**src/obr_pkg.sv**
```systemverilog
// package for the option-bits reader: sector layout, register map,
// event bits, flash request carrier and controller states.
// assumes a 32-bit flash word port addressed in bytes.
package obr_pkg;

   ////////////////////////////////////////////////////////////////////////////
   // option-bits sector layout
   localparam int          NUM_PAGES       = 8;
   localparam int          TABLE_WORDS     = 16;
   localparam int          FULL_ADDR_W     = 34;
   localparam logic [31:0] OPT_VERSION_OFS = 32'h0000_0080;
   localparam logic [7:0]  VERSION_EXPECT  = 8'h05;
   localparam int          START_FIELD_LSB = 11;
   localparam int          VALID_BIT       = 0;
   localparam int          START_PAD_BITS  = 13;
   localparam logic [1:0]  END_TAIL        = 2'h3;
   localparam logic [31:0] BASE_ALIGN_MASK = 32'hFFFF_E000;

   ////////////////////////////////////////////////////////////////////////////
   // register map (byte offsets) and reset values
   localparam logic [7:0]  REG_CTRL        = 8'h00;
   localparam logic [7:0]  REG_OPT_BASE    = 8'h04;
   localparam logic [7:0]  REG_STATUS      = 8'h08;
   localparam logic [7:0]  REG_SEL_START   = 8'h0C;
   localparam logic [7:0]  REG_SEL_END     = 8'h10;
   localparam logic [7:0]  REG_IRQ_STAT    = 8'h14;
   localparam logic [7:0]  REG_IRQ_CLR     = 8'h18;
   localparam logic [7:0]  REG_IRQ_EN      = 8'h1C;
   localparam logic [31:0] OPT_BASE_RESET  = 32'h0000_0000;

   // control register fields
   localparam int          CTRL_SCAN_BIT   = 0;
   localparam int          CTRL_SEL_BIT    = 1;
   localparam int          CTRL_MARK_BIT   = 2;
   localparam int          CTRL_PAGE_LSB   = 4;

   // status register fields
   localparam int          ST_BUSY_BIT     = 0;
   localparam int          ST_LOADED_BIT   = 1;
   localparam int          ST_VER_OK_BIT   = 2;
   localparam int          ST_MASK_LSB     = 8;
   localparam int          ST_VER_LSB      = 16;
   localparam int          ST_START_HI_LSB = 24;
   localparam int          ST_END_HI_LSB   = 26;

   // interrupt event bits
   localparam int          EV_W            = 4;
   localparam int          EV_SCAN_DONE    = 0;
   localparam int          EV_VERSION_BAD  = 1;
   localparam int          EV_PAGE_ERROR   = 2;
   localparam int          EV_MARK_DONE    = 3;

   ////////////////////////////////////////////////////////////////////////////
   // flash request carrier, held until acknowledged
   typedef struct packed {
      logic        req;
      logic        we;
      logic [31:0] addr;
      logic [31:0] wdata;
   } obr_flash_req_type;

   typedef enum {
      OBR_IDLE, OBR_SCAN, OBR_VER, OBR_SEL_A, OBR_SEL_B, OBR_SEL_C,
      OBR_MARK_A, OBR_MARK_B, OBR_MARK_WR
   } obr_state_type;

endpackage

```
**src/obr_table_mem.sv**
```systemverilog
// small page-table memory: one write port, registered read data.
// assumes a single clock; contents are undefined until written.
module obr_table_mem #(
   parameter int DEPTH  = 16,
   parameter int WIDTH  = 32,
   parameter int ADDR_W = 4
) (
   // clock and reset
   input  wire logic              clock,
   input  wire logic              rst_b,
   // write port
   input  wire logic              we,
   input  wire logic [ADDR_W-1:0] waddr,
   input  wire logic [WIDTH-1:0]  wdata,
   // read port, data one cycle after the address
   input  wire logic [ADDR_W-1:0] raddr,
   output      logic [WIDTH-1:0]  rdata
);

   logic [WIDTH-1:0] cells [DEPTH];

   // storage is not reset to keep it a plain ram
   always_ff @(posedge clock) begin
      if (we) begin
         cells[waddr] <= wdata;
      end
   end

   // registered read port
   always_ff @(posedge clock or negedge rst_b) begin
      if (!rst_b) begin
         rdata <= '0;
      end else begin
         rdata <= cells[raddr];
      end
   end

endmodule

```
**src/obr_reader.sv**
```systemverilog
// option-bits reader: loads the page table from flash, selects a page to
// configure from and marks pages valid after programming.
// assumes a flash port that acknowledges each held request with one pulse.
// Functional notes
// at most eight pages per flash block
// page starts lie on 8 KB boundaries
// one start per page, one shared version
// write valid flag only after programming succeeds
// bit 0: zero valid, one error
// page n start at 8n, end at 8n+4
// version byte at 0x80, expected 0x05
// start field bits 31:11, reserved bits ignored
// start address: field plus thirteen zero bits
// end address: stored field plus binary 11
// option base equals flash option location
// flash writers never overwrite option sector
// separate chains use separate pages
// refuse error page, report configuration error
//
// Strobed register access and the placing of the registers were chosen for this implementation.
module obr_reader (
   // clock and reset
   input  wire logic                          clock,
   input  wire logic                          rst_b,
   // register port
   input  wire logic [7:0]                    reg_addr,
   input  wire logic [31:0]                   reg_wdata,
   input  wire logic                          reg_wr,
   input  wire logic                          reg_rd,
   output      logic [31:0]                   reg_rdata,
   // flash port
   output      obr_pkg::obr_flash_req_type    flash_out,
   input  wire logic                          flash_ack,
   input  wire logic [31:0]                   flash_rdata,
   // configuration side
   output      logic                          cfg_go,
   output      logic [obr_pkg::FULL_ADDR_W-1:0] cfg_start,
   output      logic [obr_pkg::FULL_ADDR_W-1:0] cfg_end,
   // interrupt
   output      logic                          irq
);
   import obr_pkg::*;

   obr_state_type      state;
   obr_state_type      next_state;
   logic [31:0]        opt_base;
   logic [3:0]         scan_idx;
   logic [2:0]         cmd_page;
   logic [31:0]        sel_start_raw;
   logic [7:0]         version;
   logic               loaded;
   logic [NUM_PAGES-1:0] valid_mask;
   logic [EV_W-1:0]    irq_stat;
   logic [EV_W-1:0]    irq_en;

   ////////////////////////////////////////////////////////////////////////////
   // helper functions
   function automatic logic [31:0] word_addr(input logic [31:0] base,
                                             input logic [3:0]  idx);
      word_addr = base + {26'h0, idx, 2'h0};
   endfunction

   function automatic logic [FULL_ADDR_W-1:0] start_of(input logic [31:0] w);
      start_of = {w[31:START_FIELD_LSB], {START_PAD_BITS{1'b0}}};
   endfunction

   function automatic logic [FULL_ADDR_W-1:0] end_of(input logic [31:0] w);
      end_of = {w, END_TAIL};
   endfunction

   ////////////////////////////////////////////////////////////////////////////
   // register decode
   wire wr_ctrl   = reg_wr && (reg_addr == REG_CTRL);
   wire wr_base   = reg_wr && (reg_addr == REG_OPT_BASE);
   wire wr_clr    = reg_wr && (reg_addr == REG_IRQ_CLR);
   wire wr_en     = reg_wr && (reg_addr == REG_IRQ_EN);
   wire idle      = (state == OBR_IDLE);
   // commands are ignored while a sequence runs; scan wins over the others
   wire cmd_scan  = wr_ctrl && idle && reg_wdata[CTRL_SCAN_BIT];
   wire cmd_sel   = wr_ctrl && idle && !reg_wdata[CTRL_SCAN_BIT] && reg_wdata[CTRL_SEL_BIT];
   wire cmd_mark  = wr_ctrl && idle && !reg_wdata[CTRL_SCAN_BIT]
                    && !reg_wdata[CTRL_SEL_BIT] && reg_wdata[CTRL_MARK_BIT];

   ////////////////////////////////////////////////////////////////////////////
   // table memory hookup
   logic [31:0] mem_rdata;
   wire  ack_scan  = flash_ack && (state == OBR_SCAN);
   wire  ack_ver   = flash_ack && (state == OBR_VER);
   wire  ack_mark  = flash_ack && (state == OBR_MARK_WR);
   wire  mem_we    = ack_scan || ack_mark;
   // page n start sits at word 2n, its end at word 2n+1
   wire  [3:0] mem_waddr = ack_mark ? {cmd_page, 1'b0} : scan_idx;
   wire  [31:0] mem_wdata = ack_mark ? flash_out.wdata : flash_rdata;
   wire  [3:0] mem_raddr = {cmd_page, (state == OBR_SEL_B)};

   obr_table_mem #(.DEPTH(TABLE_WORDS), .WIDTH(32), .ADDR_W(4)) u_table (
      .clock (clock),
      .rst_b (rst_b),
      .we    (mem_we),
      .waddr (mem_waddr),
      .wdata (mem_wdata),
      .raddr (mem_raddr),
      .rdata (mem_rdata)
   );

   ////////////////////////////////////////////////////////////////////////////
   // page checks
   wire sel_refuse = (state == OBR_SEL_C) && (sel_start_raw[VALID_BIT] || !loaded);
   wire sel_accept = (state == OBR_SEL_C) && !sel_refuse;
   wire mark_refuse = (state == OBR_MARK_A) && !loaded;
   wire ver_bad    = ack_ver && (flash_rdata[7:0] != VERSION_EXPECT);

   // hardware events; set wins over a clear in the same cycle
   wire [EV_W-1:0] events = {ack_mark, (sel_refuse || mark_refuse), ver_bad, ack_ver};

   ////////////////////////////////////////////////////////////////////////////
   // sequencer next state
   always_comb begin
      next_state = state;
      case (state)
         OBR_IDLE: begin
            if (cmd_scan) begin
               next_state = OBR_SCAN;
            end else if (cmd_sel) begin
               next_state = OBR_SEL_A;
            end else if (cmd_mark) begin
               next_state = OBR_MARK_A;
            end
         end
         OBR_SCAN: begin
            // exactly sixteen words: eight start and eight end entries
            if (ack_scan && (scan_idx == 4'(TABLE_WORDS - 1))) begin
               next_state = OBR_VER;
            end
         end
         OBR_VER: begin
            if (ack_ver) begin
               next_state = OBR_IDLE;
            end
         end
         OBR_SEL_A:  next_state = OBR_SEL_B;
         OBR_SEL_B:  next_state = OBR_SEL_C;
         OBR_SEL_C:  next_state = OBR_IDLE;
         OBR_MARK_A: next_state = loaded ? OBR_MARK_B : OBR_IDLE;
         OBR_MARK_B: next_state = OBR_MARK_WR;
         OBR_MARK_WR: begin
            if (ack_mark) begin
               next_state = OBR_IDLE;
            end
         end
         default:    next_state = OBR_IDLE;
      endcase
   end

   ////////////////////////////////////////////////////////////////////////////
   // flash request: one idle cycle after each acknowledge before the next
   wire flash_state = (state == OBR_SCAN) || (state == OBR_VER) || (state == OBR_MARK_WR);
   wire issue       = flash_state && !flash_out.req && !flash_ack;
   wire [31:0] next_flash_addr =
      (state == OBR_VER)     ? opt_base + OPT_VERSION_OFS :
      (state == OBR_MARK_WR) ? word_addr(opt_base, {cmd_page, 1'b0}) :
                               word_addr(opt_base, scan_idx);

   always_ff @(posedge clock or negedge rst_b) begin
      if (!rst_b) begin
         flash_out <= '0;
      end else if (flash_ack) begin
         flash_out.req <= 1'b0;
         flash_out.we  <= 1'b0;
      end else if (issue) begin
         flash_out.req   <= 1'b1;
         flash_out.we    <= (state == OBR_MARK_WR);
         flash_out.addr  <= next_flash_addr;
         // clear only the flag, keep the stored field and reserved bits
         flash_out.wdata <= sel_start_raw & ~32'h0000_0001;
      end
   end

   ////////////////////////////////////////////////////////////////////////////
   // sequencer state, scan index and command page
   always_ff @(posedge clock or negedge rst_b) begin
      if (!rst_b) begin
         state    <= OBR_IDLE;
         scan_idx <= '0;
         cmd_page <= '0;
      end else begin
         state <= next_state;
         if (cmd_scan) begin
            scan_idx <= '0;
         end else if (ack_scan) begin
            scan_idx <= scan_idx + 4'h1;
         end
         if (cmd_sel || cmd_mark) begin
            cmd_page <= reg_wdata[CTRL_PAGE_LSB +: 3];
         end
      end
   end

   ////////////////////////////////////////////////////////////////////////////
   // table summary: one version shared by all pages, per-page valid flags
   always_ff @(posedge clock or negedge rst_b) begin
      if (!rst_b) begin
         loaded     <= 1'b0;
         version    <= '0;
         valid_mask <= '0;
      end else begin
         if (cmd_scan) begin
            loaded <= 1'b0;
         end else if (ack_ver) begin
            loaded  <= 1'b1;
            version <= flash_rdata[7:0];
         end
         if (mem_we && !mem_waddr[0]) begin
            valid_mask[mem_waddr[3:1]] <= !mem_wdata[VALID_BIT];
         end
      end
   end

   ////////////////////////////////////////////////////////////////////////////
   // page selection; reserved bits of the start word never reach the output
   always_ff @(posedge clock or negedge rst_b) begin
      if (!rst_b) begin
         sel_start_raw <= '0;
         cfg_go        <= 1'b0;
         cfg_start     <= '0;
         cfg_end       <= '0;
      end else begin
         cfg_go <= sel_accept;
         if ((state == OBR_SEL_B) || (state == OBR_MARK_B)) begin
            sel_start_raw <= mem_rdata;
         end
         if (sel_accept) begin
            cfg_start <= start_of(sel_start_raw);
            cfg_end   <= end_of(mem_rdata);
         end
      end
   end

   ////////////////////////////////////////////////////////////////////////////
   // registers: base, interrupt enable and sticky status
   always_ff @(posedge clock or negedge rst_b) begin
      if (!rst_b) begin
         opt_base <= OPT_BASE_RESET;
         irq_en   <= '0;
         irq_stat <= '0;
         irq      <= 1'b0;
      end else begin
         if (wr_base) begin
            // the option sector itself starts on an 8 KB boundary
            opt_base <= reg_wdata & BASE_ALIGN_MASK;
         end
         if (wr_en) begin
            irq_en <= reg_wdata[EV_W-1:0];
         end
         irq_stat <= (irq_stat & ~(wr_clr ? reg_wdata[EV_W-1:0] : '0)) | events;
         irq      <= |(irq_stat & irq_en);
      end
   end

   ////////////////////////////////////////////////////////////////////////////
   // read mux; unmapped and write-only offsets read as zero
   wire [31:0] status_word = {4'h0, cfg_end[FULL_ADDR_W-1 -: 2], cfg_start[FULL_ADDR_W-1 -: 2],
                              version, valid_mask, 5'h0,
                              (version == VERSION_EXPECT), loaded, !idle};
   wire [31:0] next_rdata =
      (reg_addr == REG_CTRL)      ? {25'h0, cmd_page, 4'h0} :
      (reg_addr == REG_OPT_BASE)  ? opt_base :
      (reg_addr == REG_STATUS)    ? status_word :
      (reg_addr == REG_SEL_START) ? cfg_start[31:0] :
      (reg_addr == REG_SEL_END)   ? cfg_end[31:0] :
      (reg_addr == REG_IRQ_STAT)  ? {28'h0, irq_stat} :
      (reg_addr == REG_IRQ_EN)    ? {28'h0, irq_en} : 32'h0;

   always_ff @(posedge clock or negedge rst_b) begin
      if (!rst_b) begin
         reg_rdata <= '0;
      end else begin
         reg_rdata <= reg_rd ? next_rdata : 32'h0;
      end
   end

   ////////////////////////////////////////////////////////////////////////////
   // checks
   chk_start_align: assert property (
      @(posedge clock) disable iff (!rst_b)
      cfg_go |-> (cfg_start[START_PAD_BITS-1:0] == '0))
      else $error("selected start not on an 8 KB boundary");

   chk_end_tail: assert property (
      @(posedge clock) disable iff (!rst_b)
      cfg_go |-> (cfg_end[1:0] == END_TAIL))
      else $error("end address tail is not binary 11");

   chk_field_used: assert property (
      @(posedge clock) disable iff (!rst_b)
      cfg_go |-> (cfg_start[FULL_ADDR_W-1:START_PAD_BITS] == $past(sel_start_raw[31:11])))
      else $error("start field decoded from the wrong bits");

   chk_error_refused: assert property (
      @(posedge clock) disable iff (!rst_b)
      ((state == OBR_SEL_C) && sel_start_raw[VALID_BIT]) |=> (!cfg_go && irq_stat[EV_PAGE_ERROR]))
      else $error("error page was not refused");

   chk_mark_write: assert property (
      @(posedge clock) disable iff (!rst_b)
      (flash_out.req && flash_out.we) |-> ((state == OBR_MARK_WR)
         && !flash_out.wdata[VALID_BIT] && $past(loaded, 3)))
      else $error("flag write outside a mark sequence");

   chk_mark_addr: assert property (
      @(posedge clock) disable iff (!rst_b)
      (flash_out.req && flash_out.we) |-> (flash_out.addr == opt_base + {26'h0, cmd_page, 3'h0}))
      else $error("flag written to the wrong sector offset");

   chk_version_addr: assert property (
      @(posedge clock) disable iff (!rst_b)
      ((state == OBR_VER) && flash_out.req) |-> (flash_out.addr == opt_base + OPT_VERSION_OFS))
      else $error("version read from the wrong offset");

   chk_scan_bound: assert property (
      @(posedge clock) disable iff (!rst_b)
      ((state == OBR_SCAN) && flash_out.req) |-> (flash_out.addr - opt_base < 32'h0000_0040))
      else $error("table scan ran past page seven");

   chk_irq_level: assert property (
      @(posedge clock) disable iff (!rst_b)
      ((irq_stat & irq_en) != '0) |=> irq)
      else $error("enabled event did not raise the interrupt");

endmodule

```
**config.mk**
```make
export PLATFORM = sky130hd
export DESIGN_NAME = obr_reader
export DESIGN_NICKNAME = d
export VERILOG_FILES = /design/src/obr_pkg.sv /design/src/obr_table_mem.sv /design/src/obr_reader.sv
export SDC_FILE = /design/constraint.sdc
export NUM_CORES = 1
export LEC_CHECK = 0
export BUFFER_PORTS_ARGS = -buffer_cell sky130_fd_sc_hd__buf_4
export CORE_UTILIZATION = 40
export CTS_BUF_LIST = sky130_fd_sc_hd__clkbuf_8 sky130_fd_sc_hd__clkbuf_16
export DETAILED_ROUTE_END_ITERATION = 8
export PLACE_DENSITY_LB_ADDON = 0.2
export SLEW_MARGIN = 40
export SYNTH_ARGS = -nofsm -noshare
export SYNTH_HDL_FRONTEND = slang
export SYNTH_SLANG_ARGS = --single-unit
```
**constraint.sdc**
```tcl
create_clock -name clock -period 7 [get_ports clock]
set_clock_uncertainty 0.15 [all_clocks]
set_input_delay 0 -clock clock [delete_from_list [all_inputs] [get_ports clock]]
set_output_delay 0 -clock clock [all_outputs]
set_load 0.1 [all_outputs]
```
==> results.txt <==
- Yosys instantiated no cell more often than edfxtp_1.
- The max-slew violation total from the final report is 0.
- Clock buffer depth: 3
* Via count of the first global-routing pass: ~18000
* Synth Warn #: 0
- In this run the critical register-to-register path is captured at u_table.cells[3][1]$_DFFE_PP_.
- Final estimated routing congestion in global placement: a little under 0.9
- Proportion of power drawn by flip-flops and latches: 42.6%
- Reg2Reg Depth: 4
- Cells after synthesis: 1866
- Input and output buffers added on the ports amount to roughly 220.
* Initial standard-cell utilization of the core: 40.8%
* Mux cell area share after synthesis: about an eighth
- Die outline width: around 280 microns
- Relative area change from synthesis to final layout: 21.3%
- Crit path largest cell delay: 0.77 ns
- After detailed routing, the number of remaining DRC violations is 0.
* Worst path cell trace: nor2b_1 -> nand4_1 -> nor2_4 -> buf_4
- Global routing finished with a remaining overflow of 0.
- Subtracting the final worst setup slack from the clock period gives approximately 3.7 ns.
- Cell internal power was estimated by the tool at between 8 and 9 mW.
- Quantity of gates resized following cts: 0
- Detailed placer's ending HPWL: slightly above 50000 microns
* Net total in the final layout: between 2000 and 2500
- Along the worst hold path, the cell count comes to 3.
- Yosys mapped a number of flops with a built-in enable equal to between 500 and 600.
- Routed length per placed instance: roughly 26 microns
- The clock reaches the later pin of the worst-skew pair after slightly above 0.6 ns.
- Number of distinct library cells after synthesis: a little under 80
* Crit Path Max Fanout: 19
- For the worst setup path, the data required time is a little over 7 ns.
- Switching pwr: 5.14 mW
- Across the run, the number of max-cap violations was 0.
* TritonCTS Sinks: about 780
- The number of antenna violations at the first check in global routing came to 3.
- Setup repair after global routing left no endpoint under its margin.
* Final hold slack: roughly 0.054 ns
* Worst hold path type: primary input to register
* Switching part of the total: 36.5%
* Number of ports placed on the die boundary: about 250
- Detailed Routing Iterations Pass 1: 5
- After Yosys synthesis, full adders, half adders and majority gates account for 0.0410% of the synthesized area.
- STA classifies the critical path startpoint as a register.
- Transition time of the tightest slew-check pin: about 0.9 ns
* Power density cells: 379 nW/um^2
- Per report_power, the clock group accounts for 29.3% of the total.
- For the final routed database, the setup TNS stands at 0 ns.
- The total count of hold-check failures in the final report is 0.
* Headroom to the max-slew limit: between 30% and 40%
- Share of flip-flops with an asynchronous set or reset after synthesis: about a third
- Area of the core: roughly 75000 sq um
* Critical hold path startpoint: reg_wdata[25]
* P_leak: ~14 nW
* Combined area of all synthesized cells: approximately 31000 sq um
* Worst r2r src: state[0]$_DFFE_PN0P_
- Area of the die: 77500 sq um
- Summing the areas of all xor and xnor instances in the mapped netlist gives 0.0860% of the synthesized area.
- Cell type with the largest total area after synthesis: edfxtp_1
- Worst Hold End: opt_base[25]$_DFFE_PN0P_
* Detailed-route vias per instance: ~5.6
* Aggregate routed wire length: between 80000 and 90000 microns
- In this run the core area contains 100 standard-cell rows.
- The synthesized netlist devotes 5.81% of its cell area to simple gates.
- Data on the critical path arrives at its endpoint at roughly 3.9 ns.
- TritonCTS clock tree: built
* Tcrit/Tclk final: between 50% and 60%
- For this run, the leading register cell type out of synthesis is edfxtp_1.
- The worst setup path is of the register to register kind.
* Synthesized-area fraction occupied by ao, oa, aoi and oai cells: between 6 and 7%
* Final cell utilization of the core: 49.4%
- Post-CTS Setup Repair Bufs: 0
- For this run, the register share of the synthesized area comes to between 70 and 80%.
* GR Util All Layers: a little over a fifth
- Num CTS Buffers: 79
- Cell type of the slowest stage on the worst timing path: nor2_4
- Fill count: 6222
- Combinational family with the most area after synthesis: multiplexers
- Peak Freq: around 0.27 GHz
- Cells with a size suffix above 1 make up between 20 and 30% of the layout.
- Root buffer selected by CTS: clkbuf_16
- By area the synthesized netlist is led by edfxtp_1 50%, dfrtp_1 22%, mux2_2 8.0%, mux2i_1 2.6%, mux4_2 1.8%.
- Ranked by instance count, the synthesized netlist is headed by 512 x edfxtp_1, 264 x dfrtp_1, 218 x mux2_2.
* Routed Antenna Nets: 0
- The detailed router finished its first iteration with approximately 1600 violations.
* Number of storage elements in the synthesis netlist: 776
* Finish-stage setup viols: 0
- The H-tree was split into 3 levels.
* Mapped Avg Cell Area: 16.4 sq um
* Outcome: finished, final reports clean
- Number of vias in the routed layout: between 15000 and 20000
- Peak supply drop: ~180 uV
- Endpoint kind of the worst setup timing path: register
- Summed over its instances, the top area cell type makes up about half of the synthesized netlist area.
- Entering global routing, the biggest net connects around 110 pins.
- DIE HEIGHT: ~280 microns
- Clock-pin slew of the registers on the worst-case setup and hold paths: around 0.06 ns
- Reg2reg setup slack: between 3 and 4 ns
* Combinational power share: about 28%
* Global-route wire length before repair: ~120000 microns
-- per-layer routing --
layer  GRT usage, %  part of all wire (%)  routed length [microns]  up-vias
li1               -                     -                        -     7983
met1           29.8                    43                    36900     9522
met2           36.7                    49                    41900      641
met3           3.42                   5.9                     5000       93
met4           5.23                   1.7                     1430        0
met5              0                     0                        0        -
-- cells in the final DEF (no fill, tap or decap), drive strengths merged, types with 38 or more instances in the layout --
cell         instances
edfxtp             512
dfrtp              264
buf                263
mux2               218
dlygate4sd3        117
nor2                94
clkbuf              86
mux2i               78
o22ai               61
or4                 52
a21oi               40
nand2               39
o21ai               38
-- through the flow --
step / std cells / cell area [sq um] / power, mW / worst slack (ns)
5_1_grt: 3232 / 37100 / 14.5 / 2.99
2_1_floorplan: 1887 / 30600 / 8.86 / 3.21
4_1_cts: 3232 / 37000 / 14.1 / 3.29
3_5_place_dp: 2970 / 33300 / 9.97 / 3.29
6_report: 3233 / 37100 / 14.1 / 3.25
3_3_place_gp: 2963 / 33200 / 9.91 / 2.43
-- registers in the layout, summed over array words and instances, names as in the netlist --
register,cells
u_table.rdata,32
version,8
state,4
u_table.cells,512
sel_start_raw,32
scan_idx,4
irq_stat,4
cfg_start,21
irq,1
opt_base,19
loaded,1
valid_mask,8
flash_out,57
cmd_page,3
cfg_end,33
irq_en,4
reg_rdata,32
cfg_go,1
-- area by class of cell --
| type | instances | area (sq um) | area share, % |
|---|---|---|---|
| sequential | 776 | 22000 | 59.3 |
| multi-input combinational | 952 | 8010 | 21.6 |
| timing repair buffer | 380 | 3270 | 8.81 |
| clock buffer | 86 | 2100 | 5.66 |
| tap | 969 | 1210 | 3.27 |
| clock inverter | 59 | 439 | 1.19 |
| inverter | 10 | 37.5 | 0.101 |
| antenna | 1 | 2.50 | 0.00675 |
-- worst max path at each step --
stage	start	end	cells after the start
final	state[0]$_DFFE_PN0P_	u_table.cells[3][1]$_DFFE_PP_	4
after CTS	state[0]$_DFFE_PN0P_	u_table.cells[3][1]$_DFFE_PP_	4
after global placement	cmd_page[2]$_DFFE_PN0P_	u_table.cells[14][7]$_DFFE_PP_	5
after global routing	state[0]$_DFFE_PN0P_	u_table.cells[3][1]$_DFFE_PP_	4
after floorplan	state[2]$_DFFE_PN0P_	u_table.cells[12][0]$_DFFE_PP_	5
after detailed placement	state[0]$_DFFE_PN0P_	u_table.cells[3][31]$_DFFE_PP_	4
-- worst max-delay path: cells and delay by family, from the launching register on --
family	cells	cell delay (ns)
simple gates	3	2.05
buf+inv	1	0.47
flops	1	0.68
-- power by group through the flow --
stage	logic [mW]	clock network [mW]	registers [mW]
floorplan	1.31	0	7.55
global placement	3.85	0	6.06
detailed placement	3.89	0	6.08
CTS	3.95	4.20	5.99
global route	4.10	4.38	6.05
finish	3.94	4.12	5.99
-- cell families after synthesis --
family	count (synthesis)
other cells	1
xor+xnor	3
mux	321
fa+ha+maj	1
simple gates	306
flops	776
compound gates	299
buf+inv	159
-- repair_timing --
item | CTS | global route
hold buffers | 117 | 0
hold endpoints to repair | 866 | 0
setup endpoints to repair | 0 | 0
Power figures use the tool's default switching activity.
